===== src/design/clock_ctrl_params.svh =====
// constants of the clock, watchdog and reset control block
`ifndef CLOCK_CTRL_PARAMS_SVH
`define CLOCK_CTRL_PARAMS_SVH
`define CM_PIN_RESET_BIT 0
`define CM_LOW_RC_EN_BIT 2
`define CM_RESET_VALUE 8'h04
`define CM_FAST_HIGH_RC 8'h36
`define XO_ENABLE_BIT 7
`define XO_RANGE_HI 6
`define XO_RANGE_LO 5
`define AUX_WD_HI 1
`define AUX_WD_LO 0
`define AUX_UV_OFF_BIT 2
`define WD_8K 20'h01fff
`define WD_16K 20'h03fff
`define WD_64K 20'h0ffff
`define WD_256K 20'h3ffff
`define FAST_WAKE_PERIODS 6'h2d
`define LOW_RC_DIV 8'hff
`endif


===== src/design/clock_ctrl_pkg.sv =====
// types of the clock, watchdog and reset control block
package clock_ctrl_pkg;
  typedef enum logic [1:0] {
    wake_idle = 2'b00,
    wake_count = 2'b01,
    wake_done = 2'b10
  } wake_state_t;
  typedef enum logic [1:0] {
    xo_off = 2'b00,
    xo_low = 2'b01,
    xo_mid = 2'b10,
    xo_high = 2'b11
  } xo_range_t;
endpackage : clock_ctrl_pkg


===== src/design/low_rc_divider.sv =====
// divider giving one-cycle low-speed rc ticks
`timescale 1ns/1ns
`include "clock_ctrl_params.svh"
module low_rc_divider (
  input wire logic clock,
  input wire logic reset,
  input wire logic enable,
  output logic tick
);
  typedef struct packed {
    logic [7:0] count;
    logic tick;
  } div_state_t;
  div_state_t state;
  div_state_t next_state;
  // count only while the oscillator runs
  always_comb begin
    next_state = state;
    next_state.tick = 1'b0;
    if (enable) begin
      if (state.count == `LOW_RC_DIV) begin
        next_state.count = 8'h00;
        next_state.tick = 1'b1;
      end else begin
        next_state.count = state.count + 8'h01;
      end
    end
  end
  always_ff @(posedge clock) begin
    if (reset) begin
      state <= '0;
    end else begin
      state <= next_state;
    end
  end
  assign tick = state.tick;
endmodule : low_rc_divider


===== src/design/watchdog_counter.sv =====
// watchdog counter on low-speed rc ticks
`timescale 1ns/1ns
`include "clock_ctrl_params.svh"
module watchdog_counter (
  input wire logic clock,
  input wire logic reset,
  input wire logic tick,
  input wire logic enable,
  input wire logic clear,
  input wire logic [1:0] timeout_sel,
  output logic overflow
);
  typedef struct packed {
    logic [19:0] count;
    logic overflow;
  } wd_state_t;
  wd_state_t state;
  wd_state_t next_state;
  // timeout limit decode
  function automatic logic [19:0] limit_of(input logic [1:0] sel);
    case (sel)
      2'b00: limit_of = `WD_8K;
      2'b01: limit_of = `WD_16K;
      2'b10: limit_of = `WD_64K;
      default: limit_of = `WD_256K;
    endcase
  endfunction : limit_of
  // count ticks, pulse overflow at limit
  always_comb begin
    next_state = state;
    next_state.overflow = 1'b0;
    if (clear || !enable) begin
      next_state.count = 20'h00000;
    end else if (tick) begin
      if (state.count >= limit_of(timeout_sel)) begin
        next_state.count = 20'h00000;
        next_state.overflow = 1'b1;
      end else begin
        next_state.count = state.count + 20'h00001;
      end
    end
  end
  always_ff @(posedge clock) begin
    if (reset) begin
      state <= '0;
    end else begin
      state <= next_state;
    end
  end
  assign overflow = state.overflow;
  a_wd_no_tick_hold: assert property (@(posedge clock) disable iff (reset)
    !tick && enable && !clear |=> state.count == $past(state.count)) // RULE_11
    else $error("watchdog moved without a tick");
  a_wd_off_clear: assert property (@(posedge clock) disable iff (reset) // RULE_11
    !enable |=> state.count == 20'h00000)
    else $error("watchdog counted while stopped");
  a_wd_limit_hit: assert property (@(posedge clock) disable iff (reset) // RULE_12
    tick && enable && !clear && state.count == limit_of(timeout_sel) |=> overflow)
    else $error("watchdog limit passed without overflow");
endmodule : watchdog_counter


===== src/design/clock_watchdog_reset_control.sv =====
// clock selection, watchdog, undervoltage and pin reset control
`timescale 1ns/1ns
`include "clock_ctrl_params.svh"
// Function
// RULE_01: shared pin resets chip only when input and mode bit 0 set
// RULE_02: shared pin output is open-drain, never driven high
// RULE_03: crystal control bits 6:5 pick low, middle or high drive range
// RULE_04: crystal control bit 7 enables the crystal oscillator
// RULE_05: software readies crystal pins as inputs, no pull-ups, analog
// RULE_06: software confirms crystal stable before selecting it
// RULE_07: switch source first, disable old oscillator in later write
// RULE_08: mode value 0x36 selects high-speed rc over two, low rc kept
// RULE_09: clearing mode bit 2 stops low rc, only when not system clock
// RULE_10: watchdog enabled after reset; trim routine turns it off
// RULE_11: watchdog stops while low-speed rc is disabled
// RULE_12: aux bits 1:0 choose 8k, 16k, 64k or 256k rc periods
// RULE_13: watchdog overflow resets the chip
// RULE_14: fast wake-up resumes after 45 low-speed rc periods
// RULE_15: undervoltage threshold acts only after power-on completes
// RULE_16: aux bit 2 set disables undervoltage reset
// RULE_17: undervoltage reset idle in idle-halt and deep power-down
module clock_watchdog_reset_control
  import clock_ctrl_pkg::*;
(
  input wire logic clock,
  input wire logic reset,
  input wire logic mode_write,
  input wire logic [7:0] mode_wdata,
  input wire logic xo_write,
  input wire logic [7:0] xo_wdata,
  input wire logic aux_write,
  input wire logic [7:0] aux_wdata,
  input wire logic watchdog_enable_write,
  input wire logic watchdog_enable_value,
  input wire logic watchdog_clear,
  input wire logic pin_is_input,
  input wire logic pin_out_value,
  input wire logic shared_reset_pin_in,
  input wire logic power_on_done,
  input wire logic undervoltage_detect,
  input wire logic idle_halt,
  input wire logic deep_power_down,
  input wire logic fast_wake_sel,
  input wire logic wake_event,
  output logic [7:0] clock_mode_register,
  output logic [7:0] crystal_osc_control,
  output logic [2:0] aux_control,
  output logic crystal_enable,
  output logic [1:0] crystal_range,
  output logic low_rc_enable,
  output logic high_rc_half_sel,
  output logic watchdog_enabled,
  output logic shared_reset_pin_out,
  output logic shared_reset_pin_oe,
  output logic chip_reset,
  output logic switch_fault,
  output logic wake_resume
);
  // ---------------------------------------------------------------
  // state
  // ---------------------------------------------------------------
  typedef struct packed {
    logic [7:0] mode;
    logic [7:0] xo;
    logic [2:0] aux;
    logic wd_en;
    logic chip_reset;
    logic fault;
    wake_state_t wake;
    logic [5:0] wake_count;
    logic resume;
  } ctrl_state_t;
  ctrl_state_t state;
  ctrl_state_t next_state;
  logic rc_tick;
  logic wd_overflow;
  logic pin_reset;
  logic uv_reset;
  logic low_rc_needed;
  // ---------------------------------------------------------------
  // helpers
  // ---------------------------------------------------------------
  // low rc must stay on while it clocks the system
  function automatic logic low_rc_is_sysclk(input logic [7:0] m);
    low_rc_is_sysclk = (m != `CM_FAST_HIGH_RC) && !(m[7:5] == 3'b001);
  endfunction : low_rc_is_sysclk
  // pin reset gate and undervoltage qualification
  assign pin_reset = pin_is_input && state.mode[`CM_PIN_RESET_BIT] && !shared_reset_pin_in; // RULE_01
  assign uv_reset = power_on_done && undervoltage_detect && !state.aux[`AUX_UV_OFF_BIT] // RULE_15 RULE_16
    && !idle_halt && !deep_power_down; // RULE_17
  assign low_rc_needed = low_rc_is_sysclk(state.mode);
  // ---------------------------------------------------------------
  // sub blocks
  // ---------------------------------------------------------------
  // low rc tick source, stopped with the oscillator
  low_rc_divider u_div (
    .clock(clock),
    .reset(reset),
    .enable(state.mode[`CM_LOW_RC_EN_BIT]),
    .tick(rc_tick)
  );
  // watchdog runs only while low rc runs
  watchdog_counter u_wd (
    .clock(clock),
    .reset(reset || state.chip_reset),
    .tick(rc_tick),
    .enable(state.wd_en && state.mode[`CM_LOW_RC_EN_BIT]), // RULE_11
    .clear(watchdog_clear),
    .timeout_sel(state.aux[`AUX_WD_HI:`AUX_WD_LO]), // RULE_12
    .overflow(wd_overflow)
  );
  // ---------------------------------------------------------------
  // control update
  // ---------------------------------------------------------------
  // next state from writes, reset causes and wake-up count
  always_comb begin
    next_state = state;
    next_state.chip_reset = wd_overflow || pin_reset || uv_reset; // RULE_13
    next_state.resume = 1'b0;
    if (mode_write) begin
      // refuse killing low rc in the same write that leaves it
      if (!mode_wdata[`CM_LOW_RC_EN_BIT] && (low_rc_needed || low_rc_is_sysclk(mode_wdata))) begin // RULE_07 RULE_09
        next_state.mode = {mode_wdata[7:3], 1'b1, mode_wdata[1:0]};
        next_state.fault = 1'b1;
      end else begin
        next_state.mode = mode_wdata; // RULE_08
      end
    end
    if (xo_write) begin
      next_state.xo = xo_wdata; // RULE_03 RULE_04
    end
    if (aux_write) begin
      next_state.aux = aux_wdata[2:0];
    end
    if (watchdog_enable_write) begin
      next_state.wd_en = watchdog_enable_value; // RULE_10
    end
    // fast wake-up count in low rc periods
    case (state.wake)
      wake_idle: begin
        if (wake_event && fast_wake_sel) begin
          next_state.wake = wake_count;
          next_state.wake_count = 6'h00;
        end
      end
      wake_count: begin
        if (rc_tick) begin
          if (state.wake_count == `FAST_WAKE_PERIODS - 6'h01) begin // RULE_14
            next_state.wake = wake_done;
          end else begin
            next_state.wake_count = state.wake_count + 6'h01;
          end
        end
      end
      wake_done: begin
        next_state.resume = 1'b1;
        next_state.wake = wake_idle;
      end
      default: next_state.wake = wake_idle;
    endcase
  end
  // ---------------------------------------------------------------
  // registers
  // ---------------------------------------------------------------
  // reset and chip reset load the same defaults
  always_ff @(posedge clock) begin
    if (reset || state.chip_reset) begin
      state <= '0;
      state.mode <= `CM_RESET_VALUE;
      state.wd_en <= 1'b1; // RULE_10
      state.wake <= wake_idle;
    end else begin
      state <= next_state;
    end
  end
  // ---------------------------------------------------------------
  // outputs
  // ---------------------------------------------------------------
  // registered values and levels derived from them; shared pin drive from pin_is_input and pin_out_value
  assign clock_mode_register = state.mode;
  assign crystal_osc_control = state.xo;
  assign aux_control = state.aux;
  assign crystal_enable = state.xo[`XO_ENABLE_BIT]; // RULE_04
  assign crystal_range = state.xo[`XO_RANGE_HI:`XO_RANGE_LO]; // RULE_03
  assign low_rc_enable = state.mode[`CM_LOW_RC_EN_BIT]; // RULE_09
  assign high_rc_half_sel = (state.mode == `CM_FAST_HIGH_RC); // RULE_08
  assign watchdog_enabled = state.wd_en;
  assign shared_reset_pin_out = 1'b0; // RULE_02
  assign shared_reset_pin_oe = !pin_is_input && !pin_out_value; // RULE_02
  assign chip_reset = state.chip_reset;
  assign switch_fault = state.fault;
  assign wake_resume = state.resume;
  // ---------------------------------------------------------------
  // checks
  // ---------------------------------------------------------------
  // pin reset taken one cycle after the gated low level
  a_pin_reset_gate: assert property (@(posedge clock) disable iff (reset) // RULE_01
    pin_reset && !state.chip_reset |=> chip_reset)
    else $error("pin reset not taken");
  // pin ignored unless input and mode bit set
  a_pin_gate_off: assert property (@(posedge clock) disable iff (reset) // RULE_01
    (!pin_is_input || !clock_mode_register[`CM_PIN_RESET_BIT]) && !wd_overflow && !uv_reset |=> !chip_reset)
    else $error("pin reset taken while gated off");
  // open drain only ever pulls low
  a_pin_never_high: assert property (@(posedge clock) disable iff (reset) // RULE_02
    shared_reset_pin_oe |-> !shared_reset_pin_out)
    else $error("shared pin driven high");
  // input mode leaves the pin released
  a_pin_input_free: assert property (@(posedge clock) disable iff (reset) // RULE_02
    pin_is_input |-> !shared_reset_pin_oe)
    else $error("shared pin driven in input mode");
  // output low pulls the pin down
  a_pin_output_low: assert property (@(posedge clock) disable iff (reset) // RULE_02
    !pin_is_input && !pin_out_value |-> shared_reset_pin_oe)
    else $error("shared pin not pulled low");
  // crystal enable and range follow a write
  a_xo_enable_bit: assert property (@(posedge clock) disable iff (reset || chip_reset) // RULE_04
    xo_write |=> crystal_enable == $past(xo_wdata[7]) && crystal_range == $past(xo_wdata[6:5]))
    else $error("crystal control not stored");
  // whole crystal control word stored
  a_xo_word_stored: assert property (@(posedge clock) disable iff (reset) // RULE_03
    xo_write && !chip_reset |=> crystal_osc_control == $past(xo_wdata))
    else $error("crystal control word lost");
  // drive range kept between writes
  a_xo_range_hold: assert property (@(posedge clock) disable iff (reset) // RULE_03
    !xo_write && !chip_reset |=> $stable(crystal_range))
    else $error("crystal range changed without a write");
  // chip reset stops the crystal
  a_xo_reset_off: assert property (@(posedge clock) disable iff (reset) // RULE_04
    chip_reset |=> !crystal_enable && crystal_range == 2'b00)
    else $error("crystal left on after chip reset");
  // fast rc mode chosen by its mode value
  a_mode_fast_rc: assert property (@(posedge clock) disable iff (reset || chip_reset) // RULE_08
    mode_write && mode_wdata == `CM_FAST_HIGH_RC |=> high_rc_half_sel && low_rc_enable)
    else $error("fast rc mode not selected");
  // mode kept between writes
  a_mode_hold: assert property (@(posedge clock) disable iff (reset) // RULE_08
    !mode_write && !chip_reset |=> $stable(clock_mode_register))
    else $error("clock mode changed without a write");
  // low rc stays on while it clocks the system
  a_low_rc_kept: assert property (@(posedge clock) disable iff (reset) // RULE_09
    low_rc_needed && !chip_reset |=> low_rc_enable)
    else $error("low rc stopped while clocking");
  // legal mode writes land unchanged
  a_switch_allowed: assert property (@(posedge clock) disable iff (reset) // RULE_09
    mode_write && (mode_wdata[`CM_LOW_RC_EN_BIT] || (!low_rc_needed && !low_rc_is_sysclk(mode_wdata)))
    && !chip_reset |=> clock_mode_register == $past(mode_wdata))
    else $error("legal mode write not stored");
  // switch and shutdown in one write refused
  a_switch_refused: assert property (@(posedge clock) disable iff (reset) // RULE_07
    mode_write && !mode_wdata[`CM_LOW_RC_EN_BIT] && low_rc_needed && !chip_reset |=> low_rc_enable && switch_fault)
    else $error("unsafe clock switch not refused");
  // fault flag held until chip reset
  a_fault_sticky: assert property (@(posedge clock) disable iff (reset) // RULE_07
    switch_fault && !chip_reset |=> switch_fault)
    else $error("switch fault lost");
  // watchdog on after reset
  a_wd_after_reset: assert property (@(posedge clock) // RULE_10
    reset |=> watchdog_enabled)
    else $error("watchdog off after reset");
  // chip reset re-enables the watchdog
  a_wd_reset_on: assert property (@(posedge clock) disable iff (reset) // RULE_10
    chip_reset |=> watchdog_enabled)
    else $error("watchdog off after chip reset");
  // trim routine can turn the watchdog off
  a_wd_trim_off: assert property (@(posedge clock) disable iff (reset) // RULE_10
    watchdog_enable_write && !watchdog_enable_value && !chip_reset |=> !watchdog_enabled)
    else $error("watchdog not turned off");
  // no overflow while low rc is off
  a_wd_gated: assert property (@(posedge clock) disable iff (reset) // RULE_11
    !low_rc_enable |=> !wd_overflow)
    else $error("watchdog overflow without low rc");
  // overflow resets the chip
  a_wd_overflow_rst: assert property (@(posedge clock) disable iff (reset) // RULE_13
    wd_overflow && !chip_reset |=> chip_reset)
    else $error("overflow did not reset");
  // no undervoltage reset before power-on completes
  a_uv_before_power: assert property (@(posedge clock) disable iff (reset) // RULE_15
    !power_on_done && !wd_overflow && !pin_reset |=> !chip_reset)
    else $error("undervoltage reset before power-on");
  // qualified undervoltage resets the chip
  a_uv_taken: assert property (@(posedge clock) disable iff (reset) // RULE_15
    uv_reset && !chip_reset |=> chip_reset)
    else $error("undervoltage reset not taken");
  // aux word stored
  a_aux_stored: assert property (@(posedge clock) disable iff (reset) // RULE_16
    aux_write && !chip_reset |=> aux_control == $past(aux_wdata[2:0]))
    else $error("aux control not stored");
  // undervoltage off by aux bit
  a_uv_disabled: assert property (@(posedge clock) disable iff (reset) // RULE_16
    aux_control[`AUX_UV_OFF_BIT] && !wd_overflow && !pin_reset |=> !chip_reset)
    else $error("undervoltage reset while disabled");
  // undervoltage idle in stop modes
  a_uv_stop_modes: assert property (@(posedge clock) disable iff (reset) // RULE_17
    (idle_halt || deep_power_down) && !wd_overflow && !pin_reset |=> !chip_reset)
    else $error("undervoltage reset in stop mode");
  // resume two cycles after the last tick
  a_wake_last_tick: assert property (@(posedge clock) disable iff (reset || chip_reset) // RULE_14
    state.wake == wake_count && rc_tick && state.wake_count == `FAST_WAKE_PERIODS - 6'h01 |=> ##1 wake_resume)
    else $error("wake-up resume missing");
  // no resume before the last tick
  a_wake_no_early: assert property (@(posedge clock) disable iff (reset) // RULE_14
    state.wake == wake_count && !(rc_tick && state.wake_count == `FAST_WAKE_PERIODS - 6'h01)
    |=> !wake_resume && state.wake != wake_done)
    else $error("wake-up resume too early");
  // resume is a single cycle pulse
  a_resume_pulse: assert property (@(posedge clock) disable iff (reset) // RULE_14
    wake_resume |=> !wake_resume)
    else $error("wake-up resume held");
endmodule : clock_watchdog_reset_control


===== config.mk =====
export PLATFORM = sky130hd
export DESIGN_NAME = clock_watchdog_reset_control
export DESIGN_NICKNAME = d
export VERILOG_FILES = /design/src/design/clock_ctrl_pkg.sv /design/src/design/low_rc_divider.sv /design/src/design/watchdog_counter.sv /design/src/design/clock_watchdog_reset_control.sv
export VERILOG_INCLUDE_DIRS = /design/src /design/src/design
export SDC_FILE = /design/constraint.sdc
export NUM_CORES = 1
export LEC_CHECK = 0
export ABC_AREA = 1
export BUFFER_PORTS_ARGS = -buffer_cell sky130_fd_sc_hd__buf_2
export CAP_MARGIN = 25
export CORE_UTILIZATION = 50
export CTS_CLUSTER_DIAMETER = 100
export DETAILED_ROUTE_END_ITERATION = 6
export PLACE_DENSITY = 0.75
export SYNTH_ARGS = -nofsm -noshare
export SYNTH_HDL_FRONTEND = slang
export SYNTH_SLANG_ARGS = --single-unit

===== constraint.sdc =====
create_clock -name clock -period 1.9 [get_ports clock]
set_input_delay 0 -clock clock [delete_from_list [all_inputs] [get_ports clock]]
set_output_delay 0 -clock clock [all_outputs]
set_load 0.005 [all_outputs]

==> reports/metrics.csv <==
metric,value,unit
status,completed,
postSynthAreaPerCell,7.14,sq um
synth.cell_area,2950,sq um
synthesis.nets,461,
netSwitchingFraction,0.240,
start_util,0.526,
power_frac_comb,0.101,
antenna_found_initial,0,
timing.hold.ws,0.0130,ns
synth-compound-area-share,0.0810,
via_count,2848,
pwr-share-seq,0.462,
finalWirelength,6940,um
slew_violations,0,
first_pass_iters,4,
hold_viol_final,0,
worstPathRequired,2.18,ns
path_class,primary input to register,
port_buffers,64,
dieArea,6210,sq um
fin_skew,0.00746,ns
yosys-top-cells-area,"dfxtp_1, nand2_1, nor2_1, buf_4, inv_1",
arrival,2.03,ns
synth_top_area_frac,0.414,
synth_top_family_by_area,simple AND/OR/NAND/NOR gates,
busiest_layer,met2,
syn_inst,413,
end_kind,register,
cts_buffers,9,
p_int,0.00221,W
place_congestion,0.872,
min_period_over_period,0.922,
cts_buffer_depth,2,
die_y,78.8,um
finalCriticalPeriod,1.75,ns
power_density,753,nW/um^2
ys.warnings.count,0,
synth_cell_types,32,
use_met1,0.273,
clkSinkCount,61,
postCtsSetupRepairBufs,0,
grt_pass1_vias,2764,
dp_hpwl,4280,um
p_leak,1.68,nW
synth_xor_area_frac,0.0386,
p_total,0.00291,W
grtUsageMet2,0.427,
clkPwrFrac,0.438,
synth-simple-area-share,0.308,
yosys.area_share.adder,0.0297,
yosysTopAreaCell,dfxtp_1,
synthMuxAreaShare,0.00339,
path_clk_slew,0.07,ns
setup_viol,0,
cts_tree,built,
drc,0,
power.switching,0.000699,W
ys_ff_latch,61,
grt-ovfl-total,0,
setup_tns,0,ns
fin_nets,557,
ys_seq_area_frac,0.414,
grtUsageMet3,0.0517,
cts.htree.levels,3,
drtIter0Drc,99,
coreArea,5610,sq um
peakVddDrop,0.695,mV
clock_latency,0.34,ns
die_width,78.8,um
root_buffer,clkbuf_8,
min_path_type,primary input to register,
fmax,571,MHz
rsz0062_at_grt,false,
grt.total_usage,0.242,
n_antenna_cell,0,
layout-drive-gt1-share,0.187,
area_growth,31.1,%
vias_per_cell,4.86,
wire_per_inst,11.8,um
num_io_pins,71,
final_antenna_net_count,0,
grt_pass1_wl,11700,um
cp-start-kind,primary input,
drv_cap,0,
grt_max_degree,20,
critPathMaxFanout,1,
rows,27,
-- kinds of logic (layout without fill, tap and decap cells) --
| family | count (synthesis) | after routing |
|---|---|---|
| AO/OA/AOI/OAI | 44 | 44 |
| buffers and inverters | 71 | 172 |
| other | 1 | 1 |
| multiplexers | 1 | 1 |
| XOR/XNOR | 13 | 13 |
| adder cells (fa/ha/maj) | 7 | 7 |
| AND/OR/NAND/NOR | 215 | 215 |
| flip-flops | 61 | 61 |
-- per-stage QoR --
step	cells	util	area [sq um]	worst slack (ns)
4_1_cts	586	0.688	3860	0.196
2_1_floorplan	413	-	2950	0.311
3_3_place_gp	525	0.568	3180	0.249
5_1_grt	586	0.689	3860	0.0450
3_5_place_dp	525	0.568	3180	0.204
6_report	586	0.689	3860	0.148
-- power groups by stage --
stage               Combinational, W  Sequential (W)  Clock, W
detailed placement          0.000206         0.00137         0
finish                      0.000293         0.00134   0.00127
CTS                         0.000278         0.00134   0.00131
floorplan                   0.000147         0.00137         0
global placement            0.000204         0.00137         0
global route                0.000322         0.00135   0.00136
-- per-layer routing --
layer / part of all wire / vias to the layer above / routed length (um)
met1: 0.45 / 1280 / 3110
met2: 0.48 / 70 / 3320
met4: 0.027 / 0 / 187
met3: 0.046 / 19 / 319
li1: - / 1479 / -
met5: 0 / - / 0
-- final timing paths --
check	startpoint	to	slack, ns	depth (start not counted)
setup / recovery	aux_wdata[0]	aux_control[0]$_SDFFE_PP0P_	0.15	6
hold / removal	wake_event	state[4]$_SDFFE_PP0P_	0.01	4
setup reg to reg	clock_mode_register[5]$_SDFFE_PP0P_	clock_mode_register[2]$_SDFFE_PP1P_	0.24	6
hold reg to reg	crystal_osc_control[4]$_SDFFE_PP0P_	crystal_osc_control[4]$_SDFFE_PP0P_	0.46	2
-- synthesized netlist by cell type, drive strengths merged --
| master | count |
|---|---|
| nor3 | 9 |
| o211ai | 2 |
| a21oi | 29 |
| conb | 1 |
| inv | 42 |
| xnor2 | 3 |
| clkbuf | 5 |
| ha | 7 |
| or2 | 1 |
| nand3 | 19 |
| nor4 | 2 |
| mux2i | 1 |
| nor2 | 70 |
| o21ai | 8 |
| nand2 | 106 |
| xor2 | 10 |
| o21bai | 3 |
| dfxtp | 61 |
| a31oi | 1 |
| clkinv | 1 |
| buf | 23 |
| nand4 | 6 |
| o22ai | 1 |
| nor3b | 2 |
-- flip-flops by register name (all words and copies together) (netlist names) --
register,cells
u_div.state,8
state,8
aux_control,3
wake_resume,1
u_wd.overflow,1
watchdog_enabled,1
u_wd.state,20
clock_mode_register,8
switch_fault,1
u_div.tick,1
crystal_osc_control,8
chip_reset,1
-- timing repair --
action,in CTS,in global routing
setup endpoints to repair,0,2
endpoints found under the hold margin,26,0
hold buffers,45,0
resized for setup,0,1
-- cells in the final DEF (no fill, tap or decap), types with 3 or more instances in the layout --
cell             n
nand2_1        103
nor2_1          65
buf_2           64
dfxtp_1         61
dlygate4sd3_1   45
inv_1           40
a21oi_1         29
nand3_1         19
xor2_1          10
nor3_1           9
clkbuf_8         9
o21ai_0          7
ha_1             7
nand4_1          6
buf_4            4
nor2_2           3
o21bai_1         3
xnor2_1          3
-- area by class of cell --
type / instances / area [sq um]
fill: 443 / 1740
tap: 72 / 90.1
multi-input combinational: 281 / 1370
clock buffer: 9 / 124
timing repair buffer: 113 / 801
sequential: 61 / 1220
inverter: 43 / 161
clock inverter: 7 / 97.6
-- critical path, cell delays in order --
cell           delay, ns
dlygate4sd3_1       0.53
buf_2               0.11
nand2_1             0.05
dlygate4sd3_1       0.59
a21oi_1             0.18
dlygate4sd3_1       0.57
Note: power is estimated with default switching activity, not from simulation.
